**src/pkg/mbeu_pkg.sv**
```systemverilog
package mbeu_pkg;
  // register byte offsets on the axi4-lite bus
  localparam logic [7:0] ADDR_CMD = 8'h00;
  localparam logic [7:0] ADDR_SRC = 8'h04;
  localparam logic [7:0] ADDR_KOFF = 8'h08;
  localparam logic [7:0] ADDR_JADDR = 8'h0c;
  localparam logic [7:0] ADDR_PTR = 8'h10;
  localparam logic [7:0] ADDR_PC = 8'h14;
  localparam logic [7:0] ADDR_FLAGS = 8'h18;
  localparam logic [7:0] ADDR_RESULT = 8'h1c;
  localparam logic [7:0] ADDR_STATUS = 8'h20;
  localparam logic [7:0] ADDR_SP = 8'h24;
  localparam int AXI_AW = 8;
  // operand register field positions
  localparam int SRC_RD_LSB = 0;
  localparam int SRC_RR_LSB = 8;
  localparam int SRC_BIT_LSB = 16;
  localparam int SRC_TWO_WORD = 19;
  localparam int SRC_IO_LSB = 24;
  localparam int KOFF_W = 12;
  localparam int BR_OFF_W = 7;
  localparam int PTR_EXT_LSB = 16;
  localparam int RES_RD_LSB = 16;
  // status flag positions
  localparam int FLG_C = 0;
  localparam int FLG_Z = 1;
  localparam int FLG_N = 2;
  localparam int FLG_V = 3;
  localparam int FLG_S = 4;
  localparam int FLG_H = 5;
  localparam int FLG_T = 6;
  localparam int FLG_I = 7;
  // reset values and constants
  localparam logic [7:0] FLAGS_RST = 8'h00;
  localparam logic [7:0] ALL_ONES = 8'hff;
  localparam int PC_WIDTH = 22;
  localparam int STACK_DEPTH_DEF = 16;
  localparam logic [1:0] RESP_OKAY = 2'h0;
  localparam logic [1:0] RESP_SLVERR = 2'h2;
  // execution cycle counts
  localparam logic [2:0] CYC_ONE = 3'h1;
  localparam logic [2:0] CYC_MULT = 3'h2;
  localparam logic [2:0] CYC_JMP = 3'h2;
  localparam logic [2:0] CYC_ABS_JMP = 3'h3;
  localparam logic [2:0] CYC_CALL = 3'h4;
  localparam logic [2:0] CYC_ABS_CALL = 3'h5;
  localparam logic [2:0] CYC_RET = 3'h5;
  localparam logic [2:0] CYC_TAKEN = 3'h2;
  localparam logic [2:0] CYC_SKIP1 = 3'h2;
  localparam logic [2:0] CYC_SKIP2 = 3'h3;
  // operation codes written to the command register
  typedef enum logic [5:0] {
    reg_test_op = 6'h00, reg_clear_op = 6'h01, reg_all_ones_op = 6'h02,
    mult_unsigned_op = 6'h03, mult_signed_op = 6'h04, mult_mixed_op = 6'h05,
    frac_mult_unsigned_op = 6'h06, frac_mult_signed_op = 6'h07, frac_mult_mixed_op = 6'h08,
    rel_jump_op = 6'h09, ptr_jump_op = 6'h0a, ext_ptr_jump_op = 6'h0b, abs_jump_op = 6'h0c,
    rel_call_op = 6'h0d, ptr_call_op = 6'h0e, ext_ptr_call_op = 6'h0f, abs_call_op = 6'h10,
    sub_return_op = 6'h11, irq_return_op = 6'h12, cmp_skip_eq_op = 6'h13,
    cmp_reg_op = 6'h14, cmp_carry_op = 6'h15, cmp_imm_op = 6'h16,
    skip_regbit_clr_op = 6'h17, skip_regbit_set_op = 6'h18,
    skip_iobit_clr_op = 6'h19, skip_iobit_set_op = 6'h1a,
    branch_flag_set_op = 6'h1b, branch_flag_clr_op = 6'h1c,
    branch_equal_op = 6'h1d, branch_not_equal_op = 6'h1e,
    branch_carry_set_op = 6'h1f, branch_carry_clr_op = 6'h20,
    branch_same_higher_op = 6'h21, branch_lower_op = 6'h22,
    branch_minus_op = 6'h23, branch_plus_op = 6'h24,
    branch_ge_signed_op = 6'h25, branch_lt_signed_op = 6'h26,
    branch_halfc_set_op = 6'h27, branch_halfc_clr_op = 6'h28,
    branch_tflag_set_op = 6'h29, branch_tflag_clr_op = 6'h2a
  } mbeu_op_t;
  typedef enum logic [1:0] {
    st_idle = 2'b01,
    st_run = 2'b10
  } mbeu_state_t;
endpackage

```
**src/core/mbeu_core.sv**
```systemverilog
`timescale 1ns/1ns
// Operation
// - integer multiplies write the 16-bit product to r1:r0, set Z and C, two cycles.
// - fractional multiplies shift the product left one bit first, Z and C, two cycles.
// - register test keeps the value, updates Z, N, V, one cycle.
// - clear gives zero with Z, N, V; set-all loads 0xff, no flags; one cycle.
// - jumps: relative pc+k+1, pointer, extension:pointer two cycles; absolute three.
// - calls reach the jump targets; relative and pointer four cycles, absolute five.
// - compare-skip advances pc by two or three when equal; 1/2/3 cycles, no flags.
// - compares subtract without storing, update Z, N, V, C, H in one cycle.
// - register bit skips skip on bit clear or set; 1/2/3 cycles, no flags.
// - peripheral bit skips skip on bit set or clear; 1/2/3 cycles, no flags.
// - flag branches add k+1 on chosen flag set or clear; 1 or 2 cycles.
// - equal and not-equal branches test Z one or zero; 1 or 2 cycles.
// - carry set, lower on C one; carry clear, same-or-higher on C zero.
// - minus and plus branches test N one or zero; 1 or 2 cycles.
// - signed ge taken when N xor V is zero, lt when one.
// - half-carry branches test H one or zero, no flag change.
// - transfer-bit branches test T one or zero, no flag change.
module mbeu_core
  import mbeu_pkg::*;
#(
  parameter int PC_W = PC_WIDTH,
  parameter int STACK_DEPTH = STACK_DEPTH_DEF
)(
  // clock and reset
  input wire logic I_REF_CLK,
  input wire logic I_RST_N,
  // axi4-lite write address and data
  input wire logic [AXI_AW-1:0] I_AWADDR,
  input wire logic I_AWVALID,
  output logic O_AWREADY,
  input wire logic [31:0] I_WDATA,
  input wire logic [3:0] I_WSTRB,
  input wire logic I_WVALID,
  output logic O_WREADY,
  // axi4-lite write response
  output logic [1:0] O_BRESP,
  output logic O_BVALID,
  input wire logic I_BREADY,
  // axi4-lite read
  input wire logic [AXI_AW-1:0] I_ARADDR,
  input wire logic I_ARVALID,
  output logic O_ARREADY,
  output logic [31:0] O_RDATA,
  output logic [1:0] O_RRESP,
  output logic O_RVALID,
  input wire logic I_RREADY,
  // execution status
  output logic O_BUSY
);
  localparam int SP_W = $clog2(STACK_DEPTH);

  generate
    if (PC_W < 16 || PC_W > 24 || STACK_DEPTH < 2 || (1 << SP_W) != STACK_DEPTH)
    begin : g_bad_param
      $error("mbeu_core: PC_W must be 16..24 and STACK_DEPTH a power of two");
    end
  endgenerate

  mbeu_state_t state;
  mbeu_op_t op;
  logic [2:0] cnt;
  logic [31:0] src;
  logic [KOFF_W-1:0] koff;
  logic [PC_W-1:0] jaddr;
  logic [23:0] ptr;
  logic [PC_W-1:0] pc;
  logic [7:0] flags;
  logic [7:0] rd_result;
  logic [15:0] r1r0;
  logic [SP_W-1:0] sp;
  logic [PC_W-1:0] stack_mem [STACK_DEPTH];
  logic [AXI_AW-1:0] aw_addr;
  logic aw_hold;
  logic [31:0] w_data;
  logic [3:0] w_strb;
  logic w_hold;
  logic wr_fire;
  logic wr_map;
  logic start;
  logic commit;
  logic [31:0] rd_mux;
  logic rd_map;
  logic [15:0] mul_p;
  logic mul_c;
  logic [7:0] rd;
  logic [7:0] rr;
  logic [8:0] diff;
  logic [7:0] brw;
  logic cond;
  logic is_branch;
  logic is_skip;
  logic push;
  logic pop;
  logic [2:0] cycles;
  logic [PC_W-1:0] pc_inc;
  logic [PC_W-1:0] ret_addr;
  logic [PC_W-1:0] next_pc;
  logic [7:0] next_flags;
  logic [7:0] next_rd;

  function automatic logic [31:0] merge(input logic [31:0] old, input logic [31:0] data,
                                        input logic [3:0] strb);
    logic [31:0] m;
    m = old;
    for (int b = 0; b < 4; b++)
    begin
      if (strb[b])
        m[8*b +: 8] = data[8*b +: 8];
    end
    return m;
  endfunction

  assign rd = src[SRC_RD_LSB +: 8];
  assign rr = (op == cmp_imm_op) ? src[SRC_RR_LSB +: 8] : src[SRC_RR_LSB +: 8];
  assign pc_inc = pc + PC_W'(1);
  assign O_AWREADY = ~aw_hold & ~O_BVALID;
  assign O_WREADY = ~w_hold & ~O_BVALID;
  assign O_ARREADY = ~O_RVALID;
  assign wr_fire = aw_hold & w_hold & ~O_BVALID;
  assign start = wr_fire & (aw_addr == ADDR_CMD) & ~O_BUSY & w_strb[0];
  assign commit = (state == st_run) && (cnt == cycles);
  assign O_BUSY = (state == st_run);

  // write channels are captured independently, so either may arrive first
  always_ff @(posedge I_REF_CLK or negedge I_RST_N)
  begin
    if (!I_RST_N)
    begin
      aw_hold <= 1'b0;
      w_hold <= 1'b0;
      aw_addr <= '0;
      w_data <= 32'h0000_0000;
      w_strb <= 4'h0;
      O_BVALID <= 1'b0;
      O_BRESP <= RESP_OKAY;
    end
    else
    begin
      if (I_AWVALID && O_AWREADY)
      begin
        aw_hold <= 1'b1;
        aw_addr <= I_AWADDR;
      end
      if (I_WVALID && O_WREADY)
      begin
        w_hold <= 1'b1;
        w_data <= I_WDATA;
        w_strb <= I_WSTRB;
      end
      if (wr_fire)
      begin
        aw_hold <= 1'b0;
        w_hold <= 1'b0;
        O_BVALID <= 1'b1;
        O_BRESP <= wr_map ? RESP_OKAY : RESP_SLVERR;
      end
      else if (O_BVALID && I_BREADY)
        O_BVALID <= 1'b0;
    end
  end

  // writable map; results and status are read-only
  always_comb
  begin
    case (aw_addr)
      ADDR_CMD, ADDR_SRC, ADDR_KOFF, ADDR_JADDR, ADDR_PTR, ADDR_PC, ADDR_FLAGS, ADDR_SP: wr_map = 1'b1;
      default: wr_map = 1'b0;
    endcase
  end

  // operand registers; writes while busy are dropped so a running op sees stable inputs
  always_ff @(posedge I_REF_CLK or negedge I_RST_N)
  begin
    if (!I_RST_N)
    begin
      op <= reg_test_op;
      src <= 32'h0000_0000;
      koff <= '0;
      jaddr <= '0;
      ptr <= 24'h00_0000;
    end
    else if (wr_fire && !O_BUSY)
    begin
      case (aw_addr)
        ADDR_CMD: if (w_strb[0]) op <= mbeu_op_t'(w_data[5:0]);
        ADDR_SRC: src <= merge(src, w_data, w_strb);
        ADDR_KOFF: koff <= KOFF_W'(merge({20'h00000, koff}, w_data, w_strb));
        ADDR_JADDR: jaddr <= PC_W'(merge(32'(jaddr), w_data, w_strb));
        ADDR_PTR: ptr <= 24'(merge({8'h00, ptr}, w_data, w_strb));
        default: ;
      endcase
    end
  end

  // run sequencer: busy for exactly the op's cycle count, state updates on the last
  always_ff @(posedge I_REF_CLK or negedge I_RST_N)
  begin
    if (!I_RST_N)
    begin
      state <= st_idle;
      cnt <= 3'h0;
    end
    else
    begin
      case (state)
        st_idle: if (start)
        begin
          state <= st_run;
          cnt <= CYC_ONE;
        end
        st_run: if (commit)
          state <= st_idle;
        else
          cnt <= cnt + 3'h1;
        default: state <= st_idle;
      endcase
    end
  end

  mbeu_mult u_mult (
    .i_ref_clk(I_REF_CLK),
    .i_rst_n(I_RST_N),
    .i_start((state == st_run) && (cnt == CYC_ONE)),
    .i_op(op),
    .i_rd(rd),
    .i_rr(rr),
    .o_product(mul_p),
    .o_carry(mul_c)
  );

  // compare subtraction; result is used for flags only
  always_comb
  begin
    diff = {1'b0, rd} - {1'b0, rr} - 9'((op == cmp_carry_op) & flags[FLG_C]);
    brw = (~rd & rr) | (rr & diff[7:0]) | (diff[7:0] & ~rd);
  end

  // decode: branch or skip condition, target, flag and register effects, cycle count
  always_comb
  begin
    next_pc = pc_inc;
    next_flags = flags;
    next_rd = rd_result;
    ret_addr = pc_inc;
    cycles = CYC_ONE;
    push = 1'b0;
    pop = 1'b0;
    is_branch = 1'b0;
    is_skip = 1'b0;
    cond = 1'b0;
    case (op)
      reg_test_op, reg_clear_op:
      begin
        next_rd = (op == reg_clear_op) ? 8'h00 : rd;
        next_flags[FLG_Z] = (next_rd == 8'h00);
        next_flags[FLG_N] = next_rd[7];
        next_flags[FLG_V] = 1'b0;
      end
      reg_all_ones_op: next_rd = ALL_ONES;
      mult_unsigned_op, mult_signed_op, mult_mixed_op,
      frac_mult_unsigned_op, frac_mult_signed_op, frac_mult_mixed_op:
      begin
        cycles = CYC_MULT;
        next_flags[FLG_Z] = (mul_p == 16'h0000);
        next_flags[FLG_C] = mul_c;
      end
      rel_jump_op, rel_call_op: next_pc = pc_inc + {{(PC_W-KOFF_W){koff[KOFF_W-1]}}, koff};
      ptr_jump_op, ptr_call_op: next_pc = PC_W'(ptr[PTR_EXT_LSB-1:0]);
      ext_ptr_jump_op, ext_ptr_call_op: next_pc = PC_W'(ptr);
      abs_jump_op, abs_call_op:
      begin
        next_pc = jaddr;
        ret_addr = pc + PC_W'(2); // two-word form returns past its address word
      end
      sub_return_op, irq_return_op:
      begin
        pop = 1'b1;
        cycles = CYC_RET;
        next_pc = stack_mem[sp - SP_W'(1)];
        if (op == irq_return_op)
          next_flags[FLG_I] = 1'b1;
      end
      cmp_reg_op, cmp_carry_op, cmp_imm_op:
      begin
        next_flags[FLG_Z] = (diff[7:0] == 8'h00) & ((op != cmp_carry_op) | flags[FLG_Z]);
        next_flags[FLG_N] = diff[7];
        next_flags[FLG_V] = (rd[7] & ~rr[7] & ~diff[7]) | (~rd[7] & rr[7] & diff[7]);
        next_flags[FLG_C] = brw[7];
        next_flags[FLG_H] = brw[3];
      end
      cmp_skip_eq_op: {is_skip, cond} = {1'b1, rd == rr};
      skip_regbit_clr_op: {is_skip, cond} = {1'b1, ~rr[src[SRC_BIT_LSB +: 3]]};
      skip_regbit_set_op: {is_skip, cond} = {1'b1, rr[src[SRC_BIT_LSB +: 3]]};
      skip_iobit_clr_op: {is_skip, cond} = {1'b1, ~src[SRC_IO_LSB + 32'(src[SRC_BIT_LSB +: 3])]};
      skip_iobit_set_op: {is_skip, cond} = {1'b1, src[SRC_IO_LSB + 32'(src[SRC_BIT_LSB +: 3])]};
      branch_flag_set_op: {is_branch, cond} = {1'b1, flags[src[SRC_BIT_LSB +: 3]]};
      branch_flag_clr_op: {is_branch, cond} = {1'b1, ~flags[src[SRC_BIT_LSB +: 3]]};
      branch_equal_op: {is_branch, cond} = {1'b1, flags[FLG_Z]};
      branch_not_equal_op: {is_branch, cond} = {1'b1, ~flags[FLG_Z]};
      branch_carry_set_op, branch_lower_op: {is_branch, cond} = {1'b1, flags[FLG_C]};
      branch_carry_clr_op, branch_same_higher_op: {is_branch, cond} = {1'b1, ~flags[FLG_C]};
      branch_minus_op: {is_branch, cond} = {1'b1, flags[FLG_N]};
      branch_plus_op: {is_branch, cond} = {1'b1, ~flags[FLG_N]};
      branch_ge_signed_op: {is_branch, cond} = {1'b1, ~(flags[FLG_N] ^ flags[FLG_V])};
      branch_lt_signed_op: {is_branch, cond} = {1'b1, flags[FLG_N] ^ flags[FLG_V]};
      branch_halfc_set_op: {is_branch, cond} = {1'b1, flags[FLG_H]};
      branch_halfc_clr_op: {is_branch, cond} = {1'b1, ~flags[FLG_H]};
      branch_tflag_set_op: {is_branch, cond} = {1'b1, flags[FLG_T]};
      branch_tflag_clr_op: {is_branch, cond} = {1'b1, ~flags[FLG_T]};
      default: ;
    endcase
    case (op)
      rel_jump_op, ptr_jump_op, ext_ptr_jump_op: cycles = CYC_JMP;
      abs_jump_op: cycles = CYC_ABS_JMP;
      rel_call_op, ptr_call_op, ext_ptr_call_op: {push, cycles} = {1'b1, CYC_CALL};
      abs_call_op: {push, cycles} = {1'b1, CYC_ABS_CALL};
      default: ;
    endcase
    // the skipped instruction may be one or two words long
    if (is_skip && cond)
    begin
      cycles = src[SRC_TWO_WORD] ? CYC_SKIP2 : CYC_SKIP1;
      next_pc = pc + (src[SRC_TWO_WORD] ? PC_W'(3) : PC_W'(2));
    end
    if (is_branch && cond)
    begin
      cycles = CYC_TAKEN;
      next_pc = pc_inc + {{(PC_W-BR_OFF_W){koff[BR_OFF_W-1]}}, koff[BR_OFF_W-1:0]};
    end
  end

  // program counter: software load when idle, otherwise the decoded target
  always_ff @(posedge I_REF_CLK or negedge I_RST_N)
  begin
    if (!I_RST_N)
      pc <= '0;
    else if (commit)
      pc <= next_pc;
    else if (wr_fire && !O_BUSY && aw_addr == ADDR_PC)
      pc <= PC_W'(merge(32'(pc), w_data, w_strb));
  end

  // status flags and result registers
  always_ff @(posedge I_REF_CLK or negedge I_RST_N)
  begin
    if (!I_RST_N)
    begin
      flags <= FLAGS_RST;
      rd_result <= 8'h00;
      r1r0 <= 16'h0000;
    end
    else if (commit)
    begin
      flags <= next_flags;
      rd_result <= next_rd;
      if (cycles == CYC_MULT && !is_skip && !is_branch && !push && op <= frac_mult_mixed_op)
        r1r0 <= mul_p;
    end
    else if (wr_fire && !O_BUSY && aw_addr == ADDR_FLAGS && w_strb[0])
      flags <= w_data[7:0];
  end

  // return stack; it wraps silently, software watches the depth in the sp register
  always_ff @(posedge I_REF_CLK or negedge I_RST_N)
  begin
    if (!I_RST_N)
      sp <= '0;
    else if (commit && push)
      sp <= sp + SP_W'(1);
    else if (commit && pop)
      sp <= sp - SP_W'(1);
    else if (wr_fire && !O_BUSY && aw_addr == ADDR_SP && w_strb[0])
      sp <= w_data[SP_W-1:0];
  end

  // stack storage has no reset, so it maps onto plain ram
  always_ff @(posedge I_REF_CLK)
  begin
    if (commit && push)
      stack_mem[sp] <= ret_addr;
  end

  // read data mux
  always_comb
  begin
    rd_map = 1'b1;
    case (I_ARADDR)
      ADDR_CMD: rd_mux = 32'(op);
      ADDR_SRC: rd_mux = src;
      ADDR_KOFF: rd_mux = 32'(koff);
      ADDR_JADDR: rd_mux = 32'(jaddr);
      ADDR_PTR: rd_mux = 32'(ptr);
      ADDR_PC: rd_mux = 32'(pc);
      ADDR_FLAGS: rd_mux = 32'(flags);
      ADDR_RESULT: rd_mux = {8'h00, rd_result, r1r0};
      ADDR_STATUS: rd_mux = 32'(O_BUSY);
      ADDR_SP: rd_mux = 32'(sp);
      default:
      begin
        rd_mux = 32'h0000_0000;
        rd_map = 1'b0;
      end
    endcase
  end

  // read channel: one beat in flight, answer one cycle after address is taken
  always_ff @(posedge I_REF_CLK or negedge I_RST_N)
  begin
    if (!I_RST_N)
    begin
      O_RVALID <= 1'b0;
      O_RDATA <= 32'h0000_0000;
      O_RRESP <= RESP_OKAY;
    end
    else if (I_ARVALID && O_ARREADY)
    begin
      O_RVALID <= 1'b1;
      O_RDATA <= rd_mux;
      O_RRESP <= rd_map ? RESP_OKAY : RESP_SLVERR;
    end
    else if (O_RVALID && I_RREADY)
      O_RVALID <= 1'b0;
  end
endmodule // mbeu_core

```
**src/core/mbeu_mult.sv**
```systemverilog
`timescale 1ns/1ns
module mbeu_mult
  import mbeu_pkg::*;
(
  // clock and reset
  input wire logic i_ref_clk,
  input wire logic i_rst_n,
  // request
  input wire logic i_start,
  input wire mbeu_op_t i_op,
  input wire logic [7:0] i_rd,
  input wire logic [7:0] i_rr,
  // result
  output logic [15:0] o_product,
  output logic o_carry
);
  logic sign_d;
  logic sign_r;
  logic frac;
  logic signed [17:0] raw;

  // operand signedness and fractional shift per variant
  always_comb
  begin
    sign_d = (i_op == mult_signed_op) || (i_op == mult_mixed_op) ||
             (i_op == frac_mult_signed_op) || (i_op == frac_mult_mixed_op);
    sign_r = (i_op == mult_signed_op) || (i_op == frac_mult_signed_op);
    frac = (i_op == frac_mult_unsigned_op) || (i_op == frac_mult_signed_op) ||
           (i_op == frac_mult_mixed_op);
    raw = $signed({sign_d & i_rd[7], i_rd}) * $signed({sign_r & i_rr[7], i_rr});
  end

  // one register stage; carry is taken before the fractional shift
  always_ff @(posedge i_ref_clk or negedge i_rst_n)
  begin
    if (!i_rst_n)
    begin
      o_product <= 16'h0000;
      o_carry <= 1'b0;
    end
    else if (i_start)
    begin
      o_product <= frac ? {raw[14:0], 1'b0} : raw[15:0];
      o_carry <= raw[15];
    end
  end
endmodule // mbeu_mult

```
**config.mk**
```make
export PLATFORM = sky130hd
export DESIGN_NAME = mbeu_core
export DESIGN_NICKNAME = d
export VERILOG_FILES = /design/src/pkg/mbeu_pkg.sv /design/src/core/mbeu_core.sv /design/src/core/mbeu_mult.sv
export SDC_FILE = /design/constraint.sdc
export NUM_CORES = 1
export LEC_CHECK = 0
export BUFFER_PORTS_ARGS = -buffer_cell sky130_fd_sc_hd__buf_2
export CAP_MARGIN = 5
export CORE_MARGIN = 3
export CORE_UTILIZATION = 60
export CTS_BUF_LIST = sky130_fd_sc_hd__clkbuf_4 sky130_fd_sc_hd__clkbuf_8
export CTS_CLUSTER_DIAMETER = 40
export DETAILED_ROUTE_END_ITERATION = 6
export PLACE_DENSITY = 0.83
export SLEW_MARGIN = 20
export SYNTH_ARGS = -nofsm -noshare
export SYNTH_HDL_FRONTEND = slang
export SYNTH_SLANG_ARGS = --single-unit
```
**constraint.sdc**
```tcl
create_clock -name I_REF_CLK -period 6.7 [get_ports I_REF_CLK]
set_clock_uncertainty 0.05 [all_clocks]
set_input_delay 0.335 -clock I_REF_CLK [delete_from_list [all_inputs] [get_ports I_REF_CLK]]
set_output_delay 0.335 -clock I_REF_CLK [all_outputs]
set_load 0.005 [all_outputs]
```
Yosys cells after proc, flatten, opt, wreduce, memory -nomap -nowiden --
Memories as Yosys holds them, arrays and structs flattened. Index checks and enable logic that the tools add are counted.
Storage, ports and cells: bits of input ports 59, RAM bits 352, memories kept 1, output and inout bits 42, register bits after elaboration 260, logic and storage cells 324
Memory list:
- stack_mem | words 16, bits a word 22, rd ports 1, clocked after Yosys merged registers in 0, write ports 1, RTL line mbeu_core.sv:73 | logic [PC_W-1:0] stack_mem [STACK_DEPTH];
Operators by class: equal/unequal tests 74, add/sub/neg operators 11, multiplexer cells 61, multipliers 1, bitwise gates (word level) 42, order comparisons 3, reductions and logical operators 92
Operator list (count):
- 32-bit case mux with 10 select lines | 1
- 22-bit 2-to-1 mux | 5
- 22-bit case mux with 5 select lines | 1
- 6-bit by 5-bit == test with 1-bit output (second input constant) | 16
- 6-bit == test (second input constant) | 11
- 8-bit by 5-bit == test with 1-bit output (second input constant) | 7
- 6-bit by 4-bit == test with 1-bit output (second input constant) | 8
- 3-bit AND reduction | 15
- 22-bit adder | 2
- 8-bit 2-to-1 mux | 5
- 8-bit by 4-bit == test with 1-bit output (second input constant) | 4
- 8-bit zero test | 4
- 8-bit AND | 3
- 6-bit by 3-bit == test with 1-bit output (second input constant) | 4
- 8-bit by 6-bit == test with 1-bit output (second input constant) | 3
- 1-bit 2-to-1 mux | 24
- 22-bit by 1-bit adder with 22-bit output (second input constant) | 1
- 22-bit by 2-bit adder with 22-bit output | 1
- 22-bit by 2-bit adder with 22-bit output (second input constant) | 1
- 2-bit AND reduction | 11
- 2-bit nonzero test | 11
- 1-bit logical AND | 21
- 1-bit case mux with 19 select lines | 1
- 1-bit NOT | 18
- 55 further kinds | 106

Logic depth before layout (Yosys ltp) --
Gate-level depths: netlist of run 1.
depth in word-level cells 14, gate-level depth with buffers 23, gate-level depth less buffers 22

By module --
Synthesis of run 1 repeated with hierarchy kept, for this count alone.
Unflattened totals: cells, all modules 2625, area total of the unflattened synthesis 32912.8 um2
By module, submodules not included:
- mbeu_core | area an instance 29283.1 um2, times used 1, seq. area each 16602.2 um2, cells an instance 2232
- mbeu_mult | area an instance 3629.7 um2, times used 1, seq. area each 425.4 um2, cells an instance 393

Worst setup path after synthesis of run 1 --
No wires, ideal clock.
path kind register to register, from reg op[3], to reg u_mult.o_product[15], setup slack 0.972 ns, clock period less this slack 5.728 ns, data required time 6.555 ns, path buffers 3, setup time 0.095 ns, stages on the path, launching flop included 24, arrival 5.582 ns, path through dfrtp_1 -> clkbuf_1 -> buf_2 -> buf_2 -> nor3b_1 -> o211a_1 -> nand2_1 -> fa_1 -> fa_1 -> inv_1 -> fa_1 -> fa_1 -> inv_1 -> fa_1 -> inv_1 -> ha_1 -> a21oi_1 -> nor2b_1 -> o21ai_0 -> a21oi_1 -> a31oi_1 -> xnor2_1 -> nor2b_1 -> o31ai_1
Between the ends: word-level cells in the longest chain between the ends 7, elaborated cells on any way between the ends 15, those cells by class mul: 1; eq/ne: 5; mux: 1; bitwise: 2; reduce/logical: 6
Ends and longest elaborated chain:
- start: declaration | RTL line mbeu_core.sv:62 | mbeu_op_t op;
- start signal: assignment | RTL line mbeu_core.sv:178 | op <= reg_test_op;
- start signal: assignment | RTL line mbeu_core.sv:187 | ADDR_CMD: if (w_strb[0]) op <= mbeu_op_t'(w_data[5:0]);
- 6-bit by 3-bit == test with 1-bit output (on tied branches) | RTL line mbeu_mult.sv:25, mbeu_mult.sv:27
- 1-bit logical OR (2 in series) | RTL line mbeu_mult.sv:25 | sign_d = (i_op == mult_signed_op) || (i_op == mult_mixed_op) ||
- 1-bit logical OR | RTL line mbeu_mult.sv:26 | (i_op == frac_mult_signed_op) || (i_op == frac_mult_mixed_op);
- 1-bit AND | RTL line mbeu_mult.sv:30 | raw = $signed({sign_d & i_rd[7], i_rd}) * $signed({sign_r & i_rr[7], i_rr});
- 9-bit by 9-bit multiplier with 16-bit output | RTL line mbeu_mult.sv:30
- 16-bit 2-to-1 mux (*) | RTL line mbeu_mult.sv:43 | o_product <= frac ? {raw[14:0], 1'b0} : raw[15:0];
- end signal: assignment | RTL line mbeu_mult.sv:43
- end: declaration | RTL line mbeu_mult.sv:14 | output logic [15:0] o_product,
Mark *: on every way between the ends. The rest lies on a longest branch, timed or not. A chain may end at the register's enable or synchronous reset.

Worst setup path after layout of run 1 --
from reg op[0], to reg u_mult.o_product[15]
Same word-level chain as after synthesis.

==> flow_summary.yaml, run 1 <==
outcome:
  status: "finished, final reports clean"
power_and_ir_drop:
  comb_power_share_pct: 16.4
  sw_frac_of_total_pct: 30.2
  powerDensity_nw_per_um2: 273
  vdd.ir_drop.worst_uv: 220
  p_leak_nw: 14.5
  pwr-share-seq_pct: 47.2
  p_int_mw: 7.04
  pwr-share-clk_pct: 36.4
  p_sw_mw: 3.04
global_route:
  antenna_found_initial: 2
  grt_usage_pct: 33.5
  grt_pass1_vias: 24300
  grt_pass1_wl_um: 146000
  grt_max_degree: 142
  grt_overflow: 0
logic_synthesis:
  synth_cell_types: 87
  ys.warnings.count: 0
  ys_seq_elements: 610
  synthSimpleGateAreaFrac_pct: 10.1
  synth_compound_gate_area_share_pct: 10.5
  syn_area_per_cell_um2: 12.4
  synthAdderAreaFrac_pct: 7.89
  synthMuxAreaShare_pct: 13.3
  syn_area_um2: 32900
  synth_flop_cell: "edfxtp_1"
  synth_cells: 2661
  yosysSeqAreaShare_pct: 51.8
  synth_edf_count: 352
  synth_xor_area_share_pct: 3.03
  synthArstFlopShare_pct: 42.3
  synth_top_family_by_area: "multiplexers"
setup_path:
  crit_path_top_delay_cell: "fa_1"
  cp_top_family: "adder cells"
  crit_path_max_fanout: 8
  crit_type: "reg2reg"
  cp_cell_sequence: "or2_1 -> nor3b_1 -> o211a_1 -> nand2_1 -> fa_1 -> fa_1 -> inv_1 -> fa_1 -> fa_1 -> inv_1 -> fa_1 -> inv_1 -> ha_1 -> a21oi_1 -> nor2b_1 -> o21ai_0 -> a21oi_1 -> a31oi_1 -> xnor2_1 -> nor2b_1 -> o31ai_1"
  critPathArrivalTime_ps: 6780
  path_common_cell: "fa_1"
  r2r_cells: 21
  startpoint_type: "flip-flop"
  worst_path_largest_cell_delay_ps: 520
  cp.depth: 21
  end_kind: "flip-flop"
  critPathRequiredTime_ps: 7220
  cp_num_buf_inv: 3
clocking:
  clock_latency_ps: 760
  clock_sinks: 610
  postCtsSetupRepairBufs: 0
  tritoncts: "yes"
  clk_pin_slew_ps: 70
  cts_made_buffers: 100
  clock_tree.buffer_depth: 3
  holdBufCountCts: 48
  htreeDepth: 3
  cts_resized: 0
  clockRootBuffer: "clkbuf_8"
route:
  routed_wl_um: 95900
  vias_per_cell: 6.70
  dr.pass1.iters: 7
  wire_per_inst_um: 26.9
  drc: 0
  via_count: 23900
  drtIter0Drc: 2848
  drtAntennaViolNets: 0
place:
  hpwl_um: 63900
  io_buffers: 98
  pre_cts_slack_ps: 561
  globalplace.congestion: 0.993
floorplanning:
  chipWidth_um: 240
  io_pins: 101
  core_um2: 54000
  dieArea_um2: 57700
  die_y_um: 240
  rows: 85
  start_util_pct: 60.9
timing:
  tightest_slew_ps: 1150
  finalMaxSlewViolations: 0
  grt_setup_unrepaired: "no"
  setup_ws_ps: 438
  min_period_ps: 6260
  whs_ps: 138
  setup_viol: 0
  max-slew-margin-rel_pct: 22.3
  max_freq_ghz: 0.160
  fin_crit_sh_pct: 93.5
  finalSetupTns_ps: 0
  hold_viol: 0
final_layout:
  area_growth_pct: 12.4
  n_fill_cell: 3640
  drive_gt1_share_pct: 21.4
  layout_common_cells: "edfxtp_1, dfrtp_1, nand2_1"
  final_common_cell: "edfxtp_1"
  final_net_count: 3025
worst_hold_path:
  min_path_type: "in2reg"
  hold_depth: 4
job:
  cap_violations: 0
-- area by class of cell --
| class | count | area, um2 | share of cell area [%] |
|---|---|---|---|
| Sequential cell | 610 | 17000 | 46.1 |
| Antenna cell | 1 | 2.50 | 0.00677 |
| Clock buffer | 135 | 1710 | 4.62 |
| Timing Repair Buffer | 192 | 1350 | 3.64 |
| Clock inverter | 43 | 564 | 1.53 |
| Tap cell | 696 | 871 | 2.36 |
| Inverter | 128 | 480 | 1.30 |
| Multi-Input combinational cell | 1766 | 15000 | 40.5 |
-- through the flow --
step           utilization [%]  cells  power, mW  instance area [um2]
3_5_place_dp              63.1   3344       6.38                34100
5_1_grt                   68.4   3570       10.4                37000
2_1_floorplan                -   2662       5.72                32900
6_report                  68.4   3571       10.1                37000
4_1_cts                   68.2   3570       10.0                36800
3_3_place_gp              63.0   3343       6.30                34100
-- power groups by stage --
stage / clock network (mW) / registers (mW) / logic, mW
floorplan: 0 / 4.49 / 1.23
global placement: 0 / 4.77 / 1.53
detailed placement: 0 / 4.79 / 1.59
CTS: 3.69 / 4.72 / 1.62
global route: 3.87 / 4.77 / 1.79
finish: 3.66 / 4.76 / 1.66
-- final timing paths --
path	slack [ps]	start	end
hold reg to reg	420	O_RDATA[21]	O_RDATA[21]
setup / recovery	440	op[0]	u_mult.o_product[15]
min in group asynchronous	210	I_RST_N	u_mult.o_product[14]
setup reg to reg	440	op[0]	u_mult.o_product[15]
hold / removal	140	I_ARVALID	O_RDATA[27]
max in group asynchronous	5060	I_RST_N	O_RDATA[20]
-- Yosys cell counts, types with 10 or more instances --
library cell / instances / share of area [%]
nor2b_1: 28 / 0.53
a21oi_1: 80 / 1.2
mux2_4: 12 / 0.55
nand3b_1: 18 / 0.41
inv_1: 127 / 1.4
edfxtp_1: 352 / 32
o21a_1: 19 / 0.43
nor4_1: 10 / 0.19
buf_1: 10 / 0.11
nor2_1: 150 / 1.7
o21ai_0: 94 / 1.4
a31oi_1: 25 / 0.48
xnor2_1: 63 / 1.7
a221oi_1: 14 / 0.37
mux2i_1: 47 / 1.4
a21o_1: 36 / 0.82
o22a_1: 10 / 0.27
nand4_1: 16 / 0.30
a22oi_1: 45 / 1.0
mux2_2: 139 / 4.8
a211oi_1: 23 / 0.52
xor2_1: 49 / 1.3
buf_2: 22 / 0.33
ha_1: 102 / 3.9
a222oi_1: 28 / 0.85
nand2b_1: 18 / 0.34
clkbuf_1: 120 / 1.4
fa_1: 66 / 4.0
and3_1: 22 / 0.42
o211ai_1: 20 / 0.46
dfrtp_1: 257 / 20
o22ai_1: 10 / 0.19
and2_1: 32 / 0.61
mux4_2: 96 / 6.6
nand3_1: 64 / 0.97
nand2_1: 252 / 2.9
nor3_1: 35 / 0.53
-- cells by family after synthesis --
family                     after synthesis
adders and majority gates              168
muxes                                  294
xor gates and xnor gates               113
and+or+nand+nor                        694
buffers and inverters                  286
AOI/OAI and AO/OA                      495
other                                    1
DFF                                    610
-- tightest hold or removal path, cell delays in order --
cell     delay, ps
buf_2          110
nor2b_1        260
nand3_1        140
nand2_1         50
-- layer usage --
layer / share of wire (%) / GRT usage, % / routed length (um)
met4: 5.8 / 18.1 / 5520
met1: 37 / 44.1 / 35900
met2: 46 / 52.6 / 44500
met3: 10 / 7.46 / 10000
met5: 0.023 / 0 / 22
-- flip-flops by register name, indices dropped and copies added (netlist names), 6 cells and up --
signal            flops
ptr                  24
src                  32
aw_addr               8
op                    6
jaddr                22
O_RDATA              32
koff                 12
stack_mem           352
pc                   22
r1r0                 16
w_data               32
flags                 8
u_mult.o_product     16
rd_result             8
(Power assumes the default switching activity.)
==> run 2, diff against run 1 <==
--- a/config.mk
+++ b/config.mk
@@ -5,14 +5,14 @@
 export SDC_FILE = /design/constraint.sdc
 export NUM_CORES = 1
 export LEC_CHECK = 0
-export BUFFER_PORTS_ARGS = -buffer_cell sky130_fd_sc_hd__buf_2
 export CAP_MARGIN = 5
 export CORE_MARGIN = 3
 export CORE_UTILIZATION = 60
 export CTS_BUF_LIST = sky130_fd_sc_hd__clkbuf_4 sky130_fd_sc_hd__clkbuf_8
 export CTS_CLUSTER_DIAMETER = 40
 export DETAILED_ROUTE_END_ITERATION = 6
-export PLACE_DENSITY = 0.83
+export DONT_BUFFER_PORTS = 1
+export PLACE_DENSITY = 0.82
 export SLEW_MARGIN = 20
 export SYNTH_ARGS = -nofsm -noshare
 export SYNTH_HDL_FRONTEND = slang
==> run 2 against run 1 <==
  * The flow now finishes with violations (DRC)
  * Cell area shrank 1.4%
  * Total power down 0.39%
  * Fmax rose by 1.4%
  * Die area unchanged
  * Core utilization shrank 0.97 points
  * Sequential power about the same
  * Combinational power about the same
  * Wire length is 0.26% higher
  * Critical path type unchanged
==> flow_summary.yaml, run 2 (synthesis gave the netlist of run 1 again) <==
power_and_ir_drop:
  powerDensity_nw_per_um2: 275
  vdd.ir_drop.worst_uv: 183
  p_leak_nw: 14.0
  total_power_mw: 10.0
setup_path:
  crit_path_top_delay_cell: "fa_1"
  startpoint_type: "flip-flop"
  critPathArrivalTime_ps: 6740
  cp_cell_sequence: "or2_1 -> nor3b_1 -> o211a_1 -> nand2_1 -> fa_1 -> fa_1 -> inv_1 -> fa_1 -> fa_1 -> inv_1 -> fa_1 -> inv_1 -> ha_1 -> nor2b_1 -> o21a_1 -> o211ai_1 -> o21ai_0 -> xor2_1 -> mux2i_1 -> o21ai_0"
  crit_type: "reg2reg"
  crit_path_max_fanout: 8
  critPathRequiredTime_ps: 7260
  end_kind: "flip-flop"
  worst_path_largest_cell_delay_ps: 530
  cp_num_buf_inv: 3
  path_common_cell: "fa_1"
  cp_top_family: "adder cells"
outcome:
  violations: "DRC"
  status: "complete, but fails checks"
floorplanning:
  chipWidth_um: 240
  start_util_pct: 60.9
  core_um2: 54000
  rows: 85
  io_pins: 101
  dieArea_um2: 57700
  die_y_um: 240
clocking:
  cts_made_buffers: 102
  clk_pin_slew_ps: 60
  tritoncts: "yes"
  clock_sinks: 610
  clock_tree.buffer_depth: 3
  postCtsSetupRepairBufs: 0
  clockRootBuffer: "clkbuf_8"
  htreeDepth: 3
  clock_latency_ps: 750
global_route:
  grt_usage_pct: 33.6
  grtUsageMet1_pct: 43.5
  top_usage_layer: "met2"
  grt_use_met2_pct: 52.5
  globalRouteMet3Util_pct: 7.32
  grt_pass1_wl_um: 145000
  antenna_found_initial: 3
  grt_overflow: 0
  grt_pass1_vias: 23900
  grt_max_degree: 259
final_layout:
  final_net_count: 2924
  layout_common_cells: "edfxtp_1, dfrtp_1, nand2_1"
  final_common_cell: "edfxtp_1"
  multiInputGateArea_um2: 14900
  n_fill_cell: 3684
  drive_gt1_share_pct: 18.8
  top_register: "stack_mem"
  regArea_um2: 17000
  area_growth_pct: 10.8
  largest_reg_flops: 352
route:
  routed_wl_um: 96200
  dr.pass1.iters: 7
  drc: 1
  drtAntennaViolNets: 0
  via_count: 23500
  wire_per_inst_um: 27.6
  vias_per_cell: 6.76
  drtIter0Drc: 2868
timing:
  min_period_ps: 6180
  whs_ps: 35.0
  max-slew-margin-rel_pct: 24.9
  fin_crit_sh_pct: 92.2
  max_freq_ghz: 0.162
  finalMaxSlewViolations: 0
  finalSetupTns_ps: 0
  grt_setup_unrepaired: "no"
  hold_viol: 0
  tightest_slew_ps: 1130
  setup_viol: 0
place:
  io_buffers: 0
  globalplace.congestion: 1.02
  hpwl_um: 63200
job:
  cap_violations: 0
worst_hold_path:
  min_path_type: "in2reg"
run 2: cell types whose count changed in the layout (fill, tap and decap cells not counted), moves of 4 or more:
| cell | previous run | this run |
|---|---|---|
| and3_1 | 18 | 13 |
| xor2_1 | 37 | 41 |
| bufinv_16 | 10 | 6 |
| inv_8 | 0 | 4 |
| and3_2 | 4 | 9 |
| buf_4 | 44 | 36 |
| clkinvlp_4 | 2 | 9 |
| buf_2 | 97 | 0 |
| clkbuf_8 | 111 | 115 |
| xor2_2 | 13 | 9 |
run 2: power by group:
part	internal, mW	total (mW)	switching (mW)	leakage (nW)
combinational	0.683	1.64	0.956	6.59
clock	1.99	3.63	1.64	1.16
sequential	4.26	4.77	0.511	6.25
run 2: area by class of cell:
| type | count | share of cell area, % |
|---|---|---|
| diodes | 2 | 0.0137 |
| clock buffers | 141 | 4.88 |
| clock inverters | 49 | 1.35 |
| inverters | 128 | 1.32 |
| multi-input cells | 1766 | 41.0 |
| flip-flops and latches | 610 | 46.7 |
| well taps | 696 | 2.39 |
| repair buffers | 89 | 2.32 |
run 2: path summary, 6_finish.rpt:
kind                                   from                   end  slack (ps)  cells after the start
worst max register to register        op[1]  u_mult.o_product[14]         520                     20
worst min-delay path              I_AWVALID               aw_hold          30                      2
worst min register to register  O_RDATA[17]           O_RDATA[17]         450                      1
max in group asynchronous           I_RST_N               src[19]        5170                      3
min in group asynchronous           I_RST_N                src[4]         240                      2
worst max-delay path                  op[1]  u_mult.o_product[14]         520                     20
run 2: what timing repair did:
item,in CTS,in global routing
gates resized for setup,0,0
hold endpoints to repair,312,0
hold buffers,50,0
run 2: metrics by stage:
| step | utilization [%] | cells | worst slack, ps | cell area [um2] |
|---|---|---|---|---|
| final | 67.5 | 3481 | 522 | 36500 |
| after global routing | 67.5 | 3481 | 148 | 36500 |
| after CTS | 67.2 | 3478 | 583 | 36300 |
| after detailed placement | 62.1 | 3238 | 708 | 33500 |
| after global placement | 62.0 | 3237 | 737 | 33500 |
| after floorplan | - | 2662 | 972 | 32900 |
run 2: routing by layer:
layer / vias up / part of all wire, %
li1: 9971 / -
met1: 11700 / 38
met2: 1432 / 46
met3: 380 / 9.7
met4: 0 / 6.3
met5: - / 0
